### src/hdl/spb_pkg.sv
/*
 * spb_pkg: constants and types of the serial port register bank.
 * assumes a plain register port with word-aligned byte addresses.
 */
package spb_pkg;
    // register bases and aliases (byte addresses)
    localparam logic [7:0] ADDR_CTRL       = 8'h00;
    localparam logic [7:0] ADDR_CTRL_EXTRA = 8'h10;
    localparam logic [7:0] ADDR_STATUS     = 8'h20;
    localparam logic [7:0] ADDR_DATA       = 8'h30;
    localparam logic [7:0] ADDR_BAUD       = 8'h40;
    localparam logic [7:0] ALIAS_CLR       = 8'h04;
    localparam logic [7:0] ALIAS_SET       = 8'h08;
    localparam logic [7:0] ALIAS_INV       = 8'h0c;
    localparam logic [7:0] ALIAS_MASK      = 8'h0c;
    // implemented bit masks
    localparam logic [31:0] CTRL_MASK       = 32'hff83_bfff;
    localparam logic [31:0] CTRL_EXTRA_MASK = 32'h0000_9f8b;
    localparam logic [31:0] STATUS_WR_MASK  = 32'h0000_0040;
    localparam logic [31:0] BAUD_MASK       = 32'h0000_1fff;
    // control, extra and status fields
    localparam int CTRL_ON_BIT       = 15;
    localparam int CTRL_OUT_DIS_BIT  = 12;
    localparam int CTRL_WSEL_HI_BIT  = 11;
    localparam int CTRL_WSEL_LO_BIT  = 10;
    localparam int CTRL_ROLE_BIT     = 5;
    localparam int CTRL_IN_DIS_BIT   = 4;
    localparam int EXTRA_AUDIO_BIT   = 7;
    localparam int STATUS_OVF_BIT    = 6;
    localparam int STATUS_BUSY_BIT   = 11;
    // reset values
    localparam logic [31:0] CTRL_RESET       = 32'h0000_0000;
    localparam logic [31:0] CTRL_EXTRA_RESET = 32'h0000_0000;
    localparam logic [31:0] BAUD_RESET       = 32'h0000_0000;
    localparam logic [31:0] DATA_RESET       = 32'h0000_0000;

    typedef enum logic [1:0] {
        SPB_W8  = 2'b00,
        SPB_W16 = 2'b01,
        SPB_W32 = 2'b10,
        SPB_WAUD = 2'b11
    } spb_width_t;

    typedef enum logic [1:0] {
        SPB_OP_WRITE = 2'b00,
        SPB_OP_CLR   = 2'b01,
        SPB_OP_SET   = 2'b10,
        SPB_OP_INV   = 2'b11
    } spb_op_t;

    typedef struct packed {
        logic [7:0]  addr;
        logic [31:0] wdata;
        logic        wr;
        logic        rd;
    } spb_req_t;
endpackage

### src/hdl/spb_bank.sv
/*
 * spb_bank: register bank of the serial port with clear/set/invert aliases.
 * assumes a single-cycle strobe bus on MCLK; shift engine lives elsewhere and
 * feeds busy, a receive-valid strobe and received data through plain inputs.
 */
// Overview of operation
// - clear alias at base plus 0x4 clears bits written as one
// - set alias at base plus 0x8 sets bits written as one
// - invert alias at base plus 0xC toggles bits written as one
// - unimplemented bits read zero and ignore writes
// - baud divisor field is 13 low bits, rest unimplemented
// - while port enabled only the on bit and pin disable bits of control may change; extra and baud stay writable
// - without audio, width bits select 32, 16 or 8 bit words
`timescale 1ns/1ps
`default_nettype none
module spb_bank #(
    parameter int BAUD_WIDTH = 13
) (
    // clock and reset
    input  wire logic        MCLK,
    input  wire logic        NRST,
    // register port
    input  wire logic [7:0]  ADDR,
    input  wire logic [31:0] WDATA,
    input  wire logic        WR,
    input  wire logic        RD,
    output logic      [31:0] RDATA,
    // shift engine side
    input  wire logic        ENGINE_BUSY,
    input  wire logic        ENGINE_RX_VALID,
    input  wire logic [31:0] ENGINE_RX_DATA,
    output logic             PORT_ENABLE,
    output logic             CONTROLLER_ROLE_SELECT,
    output logic             OUTPUT_PIN_DISABLE,
    output logic             INPUT_PIN_DISABLE,
    output logic [1:0]       WORD_WIDTH,
    output logic [31:0]      TX_DATA,
    output logic             TX_LOAD,
    output logic [12:0]      BAUD_DIVISOR_FIELD
);
    spb_pkg::spb_req_t req;
    assign req = '{addr: ADDR, wdata: WDATA, wr: WR, rd: RD};

    logic [31:0] port_control;
    logic [31:0] port_control_extra;
    logic [31:0] port_status_sw;
    logic [31:0] data_buffer;
    logic [31:0] baud_divisor;
    logic        overflow;
    logic [31:0] next_control;
    logic [31:0] next_extra;
    logic [31:0] next_baud;
    logic [31:0] next_ovf_word;
    logic [31:0] ctrl_wmask;
    logic [31:0] status_word;
    logic [31:0] baud_impl;

    // base address decode, used for writes to control, extra, status and baud registers
    function automatic logic hit(input logic [7:0] a, input logic [7:0] base);
        hit = ((a & ~spb_pkg::ALIAS_MASK) == base);
    endfunction

    function automatic spb_pkg::spb_op_t op_of(input logic [7:0] a);
        op_of = spb_pkg::spb_op_t'(a[3:2]);
    endfunction

    // alias update, masked to implemented bits
    function automatic logic [31:0] apply(input logic [31:0] cur,
                                          input logic [31:0] wd,
                                          input spb_pkg::spb_op_t op,
                                          input logic [31:0] mask);
        logic [31:0] r;
        case (op)
            spb_pkg::SPB_OP_WRITE: r = wd;
            spb_pkg::SPB_OP_CLR:   r = cur & ~wd;
            spb_pkg::SPB_OP_SET:   r = cur | wd;
            spb_pkg::SPB_OP_INV:   r = cur ^ wd;
            default:               r = cur;
        endcase
        apply = (r & mask) | (cur & ~mask);
    endfunction

    assign baud_impl = spb_pkg::BAUD_MASK & ((32'h1 << BAUD_WIDTH) - 32'h1);

    // lock all but pin disables while enabled; the on bit itself stays writable
    always_comb begin
        ctrl_wmask = spb_pkg::CTRL_MASK;
        if (port_control[spb_pkg::CTRL_ON_BIT]) begin
            ctrl_wmask = '0;
            ctrl_wmask[spb_pkg::CTRL_ON_BIT]      = 1'b1;
            ctrl_wmask[spb_pkg::CTRL_OUT_DIS_BIT] = 1'b1;
            ctrl_wmask[spb_pkg::CTRL_IN_DIS_BIT]  = 1'b1;
        end
    end

    always_comb begin
        next_control = apply(port_control, req.wdata, op_of(req.addr), ctrl_wmask);
        next_extra   = apply(port_control_extra, req.wdata, op_of(req.addr),
                             spb_pkg::CTRL_EXTRA_MASK);
        next_baud    = apply(baud_divisor, req.wdata, op_of(req.addr), baud_impl);
        next_ovf_word = apply(port_status_sw, req.wdata, op_of(req.addr),
                              spb_pkg::STATUS_WR_MASK);
    end

    always_ff @(posedge MCLK) begin
        if (!NRST) begin
            port_control <= spb_pkg::CTRL_RESET;
        end else if (req.wr && hit(req.addr, spb_pkg::ADDR_CTRL)) begin
            port_control <= next_control;
        end
    end

    always_ff @(posedge MCLK) begin
        if (!NRST) begin
            port_control_extra <= spb_pkg::CTRL_EXTRA_RESET;
        end else if (req.wr && hit(req.addr, spb_pkg::ADDR_CTRL_EXTRA)) begin
            port_control_extra <= next_extra;
        end
    end

    always_ff @(posedge MCLK) begin
        if (!NRST) begin
            baud_divisor <= spb_pkg::BAUD_RESET;
        end else if (req.wr && hit(req.addr, spb_pkg::ADDR_BAUD)) begin
            baud_divisor <= next_baud;
        end
    end

    // overflow flag: engine set wins over a software clear in the same cycle
    always_ff @(posedge MCLK) begin
        if (!NRST) begin
            overflow <= 1'b0;
        end else if (ENGINE_RX_VALID && overflow_pending()) begin
            overflow <= 1'b1;
        end else if (req.wr && hit(req.addr, spb_pkg::ADDR_STATUS)) begin
            overflow <= next_ovf_word[spb_pkg::STATUS_OVF_BIT];
        end
    end
    assign port_status_sw = {25'h0, overflow, 6'h0};

    logic rx_full;
    function automatic logic overflow_pending();
        overflow_pending = rx_full;
    endfunction

    // data buffer: writes load transmit data, engine fills receive side
    always_ff @(posedge MCLK) begin
        if (!NRST) begin
            data_buffer <= spb_pkg::DATA_RESET;
            rx_full     <= 1'b0;
        end else if (ENGINE_RX_VALID) begin
            data_buffer <= ENGINE_RX_DATA;
            rx_full     <= 1'b1;
        end else if (req.rd && (req.addr == spb_pkg::ADDR_DATA)) begin
            // buffer has no aliases, so only a read of the base drains it
            rx_full <= 1'b0;
        end
    end

    always_ff @(posedge MCLK) begin
        if (!NRST) begin
            TX_DATA <= spb_pkg::DATA_RESET;
            TX_LOAD <= 1'b0;
        end else begin
            TX_LOAD <= req.wr && (req.addr == spb_pkg::ADDR_DATA);
            if (req.wr && (req.addr == spb_pkg::ADDR_DATA)) begin
                TX_DATA <= req.wdata;
            end
        end
    end

    // status word, only implemented bits shown
    always_comb begin
        status_word = '0;
        status_word[spb_pkg::STATUS_OVF_BIT]  = overflow;
        status_word[spb_pkg::STATUS_BUSY_BIT] = ENGINE_BUSY;
        status_word[0]                        = rx_full;
    end

    // alias reads return zero; software must not rely on them
    always_ff @(posedge MCLK) begin
        if (!NRST) begin
            RDATA <= '0;
        end else if (req.rd) begin
            case (req.addr)
                spb_pkg::ADDR_CTRL:       RDATA <= port_control & spb_pkg::CTRL_MASK;
                spb_pkg::ADDR_CTRL_EXTRA: RDATA <= port_control_extra;
                spb_pkg::ADDR_STATUS:     RDATA <= status_word;
                spb_pkg::ADDR_DATA:       RDATA <= data_buffer;
                spb_pkg::ADDR_BAUD:       RDATA <= baud_divisor & baud_impl;
                default:                  RDATA <= '0;
            endcase
        end else begin
            RDATA <= '0;
        end
    end

    always_ff @(posedge MCLK) begin
        if (!NRST) begin
            WORD_WIDTH <= spb_pkg::SPB_W8;
        end else if (port_control_extra[spb_pkg::EXTRA_AUDIO_BIT]) begin
            WORD_WIDTH <= spb_pkg::SPB_WAUD;
        end else if (port_control[spb_pkg::CTRL_WSEL_HI_BIT]) begin
            WORD_WIDTH <= spb_pkg::SPB_W32;
        end else if (port_control[spb_pkg::CTRL_WSEL_LO_BIT]) begin
            WORD_WIDTH <= spb_pkg::SPB_W16;
        end else begin
            WORD_WIDTH <= spb_pkg::SPB_W8;
        end
    end

    always_ff @(posedge MCLK) begin
        if (!NRST) begin
            PORT_ENABLE            <= 1'b0;
            CONTROLLER_ROLE_SELECT <= 1'b0;
            OUTPUT_PIN_DISABLE     <= 1'b0;
            INPUT_PIN_DISABLE      <= 1'b0;
            BAUD_DIVISOR_FIELD     <= '0;
        end else begin
            PORT_ENABLE            <= port_control[spb_pkg::CTRL_ON_BIT];
            CONTROLLER_ROLE_SELECT <= port_control[spb_pkg::CTRL_ROLE_BIT];
            OUTPUT_PIN_DISABLE     <= port_control[spb_pkg::CTRL_OUT_DIS_BIT];
            INPUT_PIN_DISABLE      <= port_control[spb_pkg::CTRL_IN_DIS_BIT];
            BAUD_DIVISOR_FIELD     <= baud_divisor[12:0];
        end
    end

    // assertions
    a_clear_alias: assert property (@(posedge MCLK) disable iff (!NRST)
        (WR && ADDR == (spb_pkg::ADDR_BAUD | spb_pkg::ALIAS_CLR))
        |=> ((baud_divisor & $past(WDATA)) == 32'h0))
        else $error("clear alias left bits set");
    a_set_alias: assert property (@(posedge MCLK) disable iff (!NRST)
        (WR && ADDR == (spb_pkg::ADDR_BAUD | spb_pkg::ALIAS_SET))
        |=> ((baud_divisor & $past(WDATA) & baud_impl) == ($past(WDATA) & baud_impl)))
        else $error("set alias missed bits");
    a_inv_alias: assert property (@(posedge MCLK) disable iff (!NRST)
        (WR && ADDR == (spb_pkg::ADDR_BAUD | spb_pkg::ALIAS_INV))
        |=> (baud_divisor == ($past(baud_divisor) ^ ($past(WDATA) & baud_impl))))
        else $error("invert alias wrong");
    a_unimpl_zero: assert property (@(posedge MCLK) disable iff (!NRST)
        RD && ADDR == spb_pkg::ADDR_CTRL |=> (RDATA & ~spb_pkg::CTRL_MASK) == 32'h0)
        else $error("unimplemented control bits read nonzero");
    a_baud_width: assert property (@(posedge MCLK) disable iff (!NRST)
        (baud_divisor & ~32'h0000_1fff) == 32'h0)
        else $error("divisor above 13 bits");
    a_enabled_lock: assert property (@(posedge MCLK) disable iff (!NRST)
        port_control[spb_pkg::CTRL_ON_BIT] && $stable(port_control[spb_pkg::CTRL_ON_BIT])
        |=> (port_control[11:5] == $past(port_control[11:5])) || !$past(WR))
        else $error("locked control field changed");
    a_width_decode: assert property (@(posedge MCLK) disable iff (!NRST)
        !port_control_extra[spb_pkg::EXTRA_AUDIO_BIT] && port_control[11]
        && $stable(port_control) && $stable(port_control_extra)
        |=> WORD_WIDTH == spb_pkg::SPB_W32)
        else $error("width select not 32 bit");
    a_ctrl_reset: assert property (@(posedge MCLK)
        !NRST |=> port_control == 32'h0)
        else $error("control not cleared by reset");
    a_clr_ctrl: assert property (@(posedge MCLK) disable iff (!NRST)
        WR && ADDR == (spb_pkg::ADDR_CTRL | spb_pkg::ALIAS_CLR)
        && !port_control[spb_pkg::CTRL_ON_BIT]
        |=> (port_control & $past(WDATA) & spb_pkg::CTRL_MASK) == 32'h0)
        else $error("control clear alias left bits set");
    a_clr_extra: assert property (@(posedge MCLK) disable iff (!NRST)
        WR && ADDR == (spb_pkg::ADDR_CTRL_EXTRA | spb_pkg::ALIAS_CLR)
        |=> (port_control_extra & $past(WDATA)) == 32'h0)
        else $error("extra clear alias left bits set");
    a_set_ctrl: assert property (@(posedge MCLK) disable iff (!NRST)
        WR && ADDR == (spb_pkg::ADDR_CTRL | spb_pkg::ALIAS_SET)
        && !port_control[spb_pkg::CTRL_ON_BIT]
        |=> (port_control & $past(WDATA) & spb_pkg::CTRL_MASK)
            == ($past(WDATA) & spb_pkg::CTRL_MASK))
        else $error("control set alias missed bits");
    a_ctrl_unimpl: assert property (@(posedge MCLK) disable iff (!NRST)
        (port_control & ~spb_pkg::CTRL_MASK) == 32'h0)
        else $error("unimplemented control bit set");
    a_extra_unimpl: assert property (@(posedge MCLK) disable iff (!NRST)
        RD && ADDR == spb_pkg::ADDR_CTRL_EXTRA
        |=> (RDATA & ~spb_pkg::CTRL_EXTRA_MASK) == 32'h0)
        else $error("unimplemented extra bits read nonzero");
    a_baud_field: assert property (@(posedge MCLK) disable iff (!NRST)
        $past(NRST) |-> BAUD_DIVISOR_FIELD == $past(baud_divisor[12:0]))
        else $error("divisor field copy wrong");
    a_lock_fields: assert property (@(posedge MCLK) disable iff (!NRST)
        WR && port_control[spb_pkg::CTRL_ON_BIT]
        && (ADDR & ~spb_pkg::ALIAS_MASK) == spb_pkg::ADDR_CTRL
        |=> ((port_control ^ $past(port_control)) & ~32'h0000_9010) == 32'h0)
        else $error("locked control bit changed while enabled");
    a_width_16: assert property (@(posedge MCLK) disable iff (!NRST)
        !port_control_extra[spb_pkg::EXTRA_AUDIO_BIT]
        && !port_control[spb_pkg::CTRL_WSEL_HI_BIT]
        && port_control[spb_pkg::CTRL_WSEL_LO_BIT]
        |=> WORD_WIDTH == spb_pkg::SPB_W16)
        else $error("width select not 16 bit");
    a_width_8: assert property (@(posedge MCLK) disable iff (!NRST)
        !port_control_extra[spb_pkg::EXTRA_AUDIO_BIT]
        && !port_control[spb_pkg::CTRL_WSEL_HI_BIT]
        && !port_control[spb_pkg::CTRL_WSEL_LO_BIT]
        |=> WORD_WIDTH == spb_pkg::SPB_W8)
        else $error("width select not 8 bit");
    a_outputs_reset: assert property (@(posedge MCLK)
        !NRST |=> !PORT_ENABLE && !CONTROLLER_ROLE_SELECT && !TX_LOAD && RDATA == 32'h0)
        else $error("outputs not cleared by reset");
    a_ovf_set_wins: assert property (@(posedge MCLK) disable iff (!NRST)
        ENGINE_RX_VALID && rx_full |=> overflow)
        else $error("overflow lost to a clear");
    a_rdata_idle: assert property (@(posedge MCLK) disable iff (!NRST)
        !RD |=> RDATA == 32'h0)
        else $error("read data outside the read cycle");
endmodule
`default_nettype wire

### config.mk
export PLATFORM = sky130hd
export DESIGN_NAME = spb_bank
export DESIGN_NICKNAME = d
export VERILOG_FILES = /design/src/hdl/spb_pkg.sv /design/src/hdl/spb_bank.sv
export SDC_FILE = /design/constraint.sdc
export NUM_CORES = 1
export LEC_CHECK = 0
export ABC_AREA = 1
export ABC_CLOCK_PERIOD_IN_PS = 1200
export BUFFER_PORTS_ARGS = -buffer_cell sky130_fd_sc_hd__buf_2
export CELL_PAD_IN_SITES_DETAIL_PLACEMENT = 1
export CELL_PAD_IN_SITES_GLOBAL_PLACEMENT = 1
export CORE_ASPECT_RATIO = 0.6
export CORE_MARGIN = 2
export CORE_UTILIZATION = 36
export CTS_CLUSTER_SIZE = 40
export DETAILED_ROUTE_END_ITERATION = 8
export HOLD_SLACK_MARGIN = 0.06
export MAX_ROUTING_LAYER = met4
export PLACE_DENSITY = 0.74
export SETUP_SLACK_MARGIN = 0.2
export SYNTH_ARGS = -nofsm -noshare
export SYNTH_HDL_FRONTEND = slang
export SYNTH_SLANG_ARGS = --single-unit
### constraint.sdc
create_clock -name MCLK -period 1.2 [get_ports MCLK]
set_input_delay 0.06 -clock MCLK [delete_from_list [all_inputs] [get_ports MCLK]]
set_output_delay 0.06 -clock MCLK [all_outputs]
set_load 0.1 [all_outputs]
[After elaboration in Yosys (flattened, before gate mapping)]
Cells that the tools add are included.
Storage, ports and cells
  register bits: 214
  input bits: 78
Cells by class
  equality and inequality tests: 10
  mux-type cells: 13
  bitwise gates (word level): 19
  reduce and logical (&&, ||, !) cells: 13
Operators with widths (count)
  32-bit one-hot mux with 5 select lines: 1
  32-bit one-hot mux with 4 select lines: 1
  32-bit bitwise AND: 3
  32-bit inverter: 2
  32-bit OR: 2
  16-bit one-hot mux with 4 select lines: 1
  13-bit one-hot mux with 4 select lines: 1
  32-bit two-way mux: 1
  13-bit by 32-bit OR with 32-bit output: 1
  16-bit by 32-bit OR with 32-bit output: 1
  32-bit XOR: 1
  7-bit one-hot mux with 4 select lines: 1
  16-bit bitwise AND: 1
  8-bit by 6-bit == test with 1-bit output (second input constant): 2
  8-bit zero test: 2
  16-bit OR: 1
  16-bit XOR: 1
  13-bit bitwise AND: 1
  13-bit OR: 1
  13-bit XOR: 1
  8-bit by 5-bit == test with 1-bit output (second input constant): 1
  8-bit by 7-bit == test with 1-bit output (second input constant): 1
  7-bit bitwise AND: 1
  1-bit logical AND: 7
  12 further kinds: 19

[Depth between registers and ports, before layout]
  depth after elaboration: 5
  mapped depth: 11
  gate-level depth less buffers: 9

[Worst setup path before layout]
No wires, ideal clock.
  path type: register to register
  start: reg TX_DATA[0] (netlist name)
  end: reg TX_DATA[0]
  library setup time: 67 ps
  data arrival time: 1218 ps
  required time: 1133 ps
  path slack: -85 ps
  cell stages (with the launch flop): 3
  buffers on the path: 0
  period minus slack after synthesis: 1285 ps
  cells stage by stage: dfxtp_1 > o21ai_0 > nor2_1
RTL lines
  end signal, assigned: line spb_bank.sv:162  | TX_DATA <= spb_pkg::DATA_RESET;
  end signal, assigned: line spb_bank.sv:167  | TX_DATA <= req.wdata;
  end, declared: line spb_bank.sv:37  | output logic [31:0] TX_DATA,

[Worst setup path in the final report]
  start: reg port_control[10]
  end: reg port_control[10]
Between the ends
  longest elaborated chain between the ends: 4
  elaborated cells on any way between the ends: 7
  classes of those cells: mux: 1; bitwise: 6
RTL lines
  start, declared: line spb_bank.sv:44  | logic [31:0] port_control;
  start signal, assigned: line spb_bank.sv:107  | port_control <= spb_pkg::CTRL_RESET;
  start signal, assigned: line spb_bank.sv:109  | port_control <= next_control;
  32-bit XOR (tied with other cells): line spb_bank.sv:77  | spb_pkg::SPB_OP_INV: r = cur ^ wd;
  32-bit one-hot mux with 4 select lines: line spb_bank.sv:73  | case (op)
  32-bit bitwise AND: line spb_bank.sv:80  | apply = (r & mask) | (cur & ~mask);
  32-bit OR *: line spb_bank.sv:80
Every way passes the cells marked *; elsewhere a longest branch is shown, timed or not.
A chain may end at the register's enable or synchronous reset.

==> impl_metrics.env <==
export IMPL_fillers=2683
export IMPL_hpwlAfterDp_um=24300
export IMPL_start_util_pct=36.4
export IMPL_violations="negative setup slack"
export IMPL_clk_path_buf_depth=2
export IMPL_seq_area_frac_synth_pct=38.3
export IMPL_synth_area_leaders="dfxtp_1 38%, ha_1 14%, nor2_1 9.5%"
export IMPL_slew_limit_headroom_pct=62.0
export IMPL_nNetsFinal=1748
export IMPL_path_depth=6
export IMPL_routabilityCongestion=0.876
export IMPL_core_um2=24000
export IMPL_drc_errors=0
export IMPL_fin_crit_sh_pct=114
export IMPL_via_count=10300
export IMPL_portBuffers=161
export IMPL_worstPathCellList="inv_2 -> ha_4 -> or2_4 -> nand3_4 -> nor3_4 -> nor2_1"
export IMPL_synth_seq_cells=167
export IMPL_critical_path_buf_inv_count=1
export IMPL_avgSynthCellArea_um2=7.30
export IMPL_routed_wl_um=47000
export IMPL_grt_max_degree=79
export IMPL_hold_violations=0
export IMPL_clock_sinks=167
export IMPL_setup_viol=6
export IMPL_drive_gt1_share_pct=54.6
export IMPL_antenna_found_initial=3
export IMPL_grt_usage_pct=33.7
export IMPL_power_density_nw_per_um2=860
export IMPL_rsz0062_at_grt="yes"
export IMPL_dieArea_um2=25600
export IMPL_cts_buffers=17
export IMPL_synth_most_common_cell="nor2_1"
export IMPL_cts_root_buf="clkbuf_16"
export IMPL_synth_area_um2=8730
export IMPL_synth_common_cells="220 x nor2_1, 192 x nand2_1, 167 x dfxtp_1"
export IMPL_p_leak_uw=0.00700
export IMPL_die_w_um=205
export IMPL_ant_nets=0
export IMPL_ys_types=29
export IMPL_finalNonFillerCells=1907
export IMPL_tightest_slew_ps=569
export IMPL_outcome="finished, violations left"
export IMPL_cts_clk_slew_worst_paths_ps=70
export IMPL_min_path_type="input pin to register"
export IMPL_cpPeakStageDelay_ps=380
export IMPL_drt_vias_per_instance=5.41
export IMPL_critical_path_top_delay_family="simple AND/OR/NAND/NOR gates"
export IMPL_reg2regPathDepth=6
export IMPL_crit_slowest_cell="dfxtp_2"
export IMPL_die_h_um=125
export IMPL_drt_pass1_iter_count=5
export IMPL_syn_inst=1197
export IMPL_tritoncts="done"
export IMPL_num_rows=44
export IMPL_max_cap_violations=0
export IMPL_async_flop_share_pct=0
export IMPL_num_io_pins=162
export IMPL_grt_overflow=0
export IMPL_period_needed_ps=1370
export IMPL_endpoint_kind="register"
export IMPL_fmax_ghz=0.729
export IMPL_fin_ws_ps=-172
export IMPL_drv_slew=0
export IMPL_area_delta_synth_final_pct=80.2
export IMPL_drt_iter0_markers=801
export IMPL_synthFlopType="dfxtp_1"
export IMPL_worstPathArrival_ps=1720
export IMPL_ir_worst_vdd_v=0.000961
export IMPL_hold_depth=4
export IMPL_tns_ps=-465
export IMPL_grt_pass1_vias=10800
export IMPL_ys_warn_count=0
export IMPL_syn_nets=1375
export IMPL_h_tree_depth=4
export IMPL_critical_path_class="register to register"
export IMPL_grt_pass1_wl_um=63700
export IMPL_insertion_delay_ps=460
export IMPL_placedCellCount=1721
export IMPL_crit_required_ps=1550
export IMPL_total_power_uw=13500
export IMPL_fin_skew_ps=12.0
export IMPL_synth_top_area_share_pct=38.3
export IMPL_avgRoutedWirePerCell_um=24.7
export IMPL_cp_max_fo=2
export IMPL_synth_area_leader_cell="dfxtp_1"
export IMPL_synth_edf_count=0
export IMPL_crit_path_start_kind="register"
state kept, by name (all words and copies together), names as in the netlist, 2 cells and up:
register / count
BAUD_DIVISOR_FIELD: 13
RDATA: 32
TX_DATA: 32
WORD_WIDTH: 2
baud_divisor: 13
data_buffer: 32
port_control: 26
port_control_extra: 10
cells in the final DEF (no fill, tap or decap), drive strengths merged:
cell	synthesis	final
nand4	2	2
bufinv	0	1
or2	13	13
clkbuf	28	23
nand3	57	57
buf	32	346
inv	128	129
ha	100	100
nor3	24	24
nor2	231	231
o211ai	6	6
dlygate4sd3	0	68
clkinv	0	4
a21oi	86	86
clkinvlp	0	3
dfxtp	167	167
diode	0	2
and2	1	1
nand2	199	199
o21ai	120	120
o21a	3	3
power by group:
part	internal [µW]	switching (µW)
combinational	911	1240
clock	3090	2620
sequential	5600	62.0
total	9610	3930
kinds of logic after synthesis:
kind of cell / Yosys count / share of synthesized area [%]
flops: 167 / 38.3
compound gates: 215 / 12.9
fa+ha+maj: 100 / 14.3
buf+inv: 188 / 9.08
simple gates: 527 / 25.4
metal layers:
| metal | GRT usage, % | wire [µm] | vias to the layer above |
|---|---|---|---|
| li1 | - | - | 4554 |
| met1 | 42.9 | 19400 | 5132 |
| met2 | 55.2 | 22500 | 466 |
| met3 | 6.57 | 3070 | 156 |
| met4 | 7.87 | 2010 | 0 |
| met5 | - | 0 | - |
worst min-delay path, cell delays in order:
cell and delay (ps):
buf_2 100, inv_1 110, o21ai_0 170, a21oi_1 50
layout make-up:
| type | count | area [µm²] | share of cell area [%] |
|---|---|---|---|
| multi-input combinational | 842 | 6240 | 39.6 |
| timing repair buffer | 414 | 4440 | 28.2 |
| sequential | 167 | 3550 | 22.6 |
| inverter | 128 | 520 | 3.31 |
| clock buffer | 23 | 488 | 3.10 |
| tap | 322 | 403 | 2.56 |
| clock inverter | 9 | 92.6 | 0.588 |
| antenna | 2 | 5.00 | 0.0318 |
path summary, 6_finish.rpt:
path,startpoint,endpoint,slack [ps]
setup reg to reg,port_control[10],port_control[10],-170
hold / removal,ENGINE_RX_VALID,data_buffer[2],70
setup / recovery,port_control[10],port_control[10],-170
hold reg to reg,data_buffer[19],RDATA[19],460
what timing repair did:
action                                  in CTS  in global routing
endpoints found under the hold margin       78                  0
resized for setup                          520                200
endpoints found under the setup margin     135                171
hold buffers                                68                  0
pin swaps                                  103                113
buffers inserted                            72                 12
gates cloned                                 0                  0
per-stage QoR:
stage / util, % / worst slack (ps) / instance area, µm² / hold slack, ps
2_1_floorplan: - / 64.4 / 9340 / 176
3_3_place_gp: 46.4 / -156 / 11100 / 281
3_5_place_dp: 46.4 / -207 / 11100 / 289
4_1_cts: 62.0 / 20.4 / 14900 / 63.8
5_1_grt: 65.6 / -170 / 15700 / 96.4
6_report: 65.6 / -172 / 15700 / 74.1
Power figures use the tool's default switching activity.
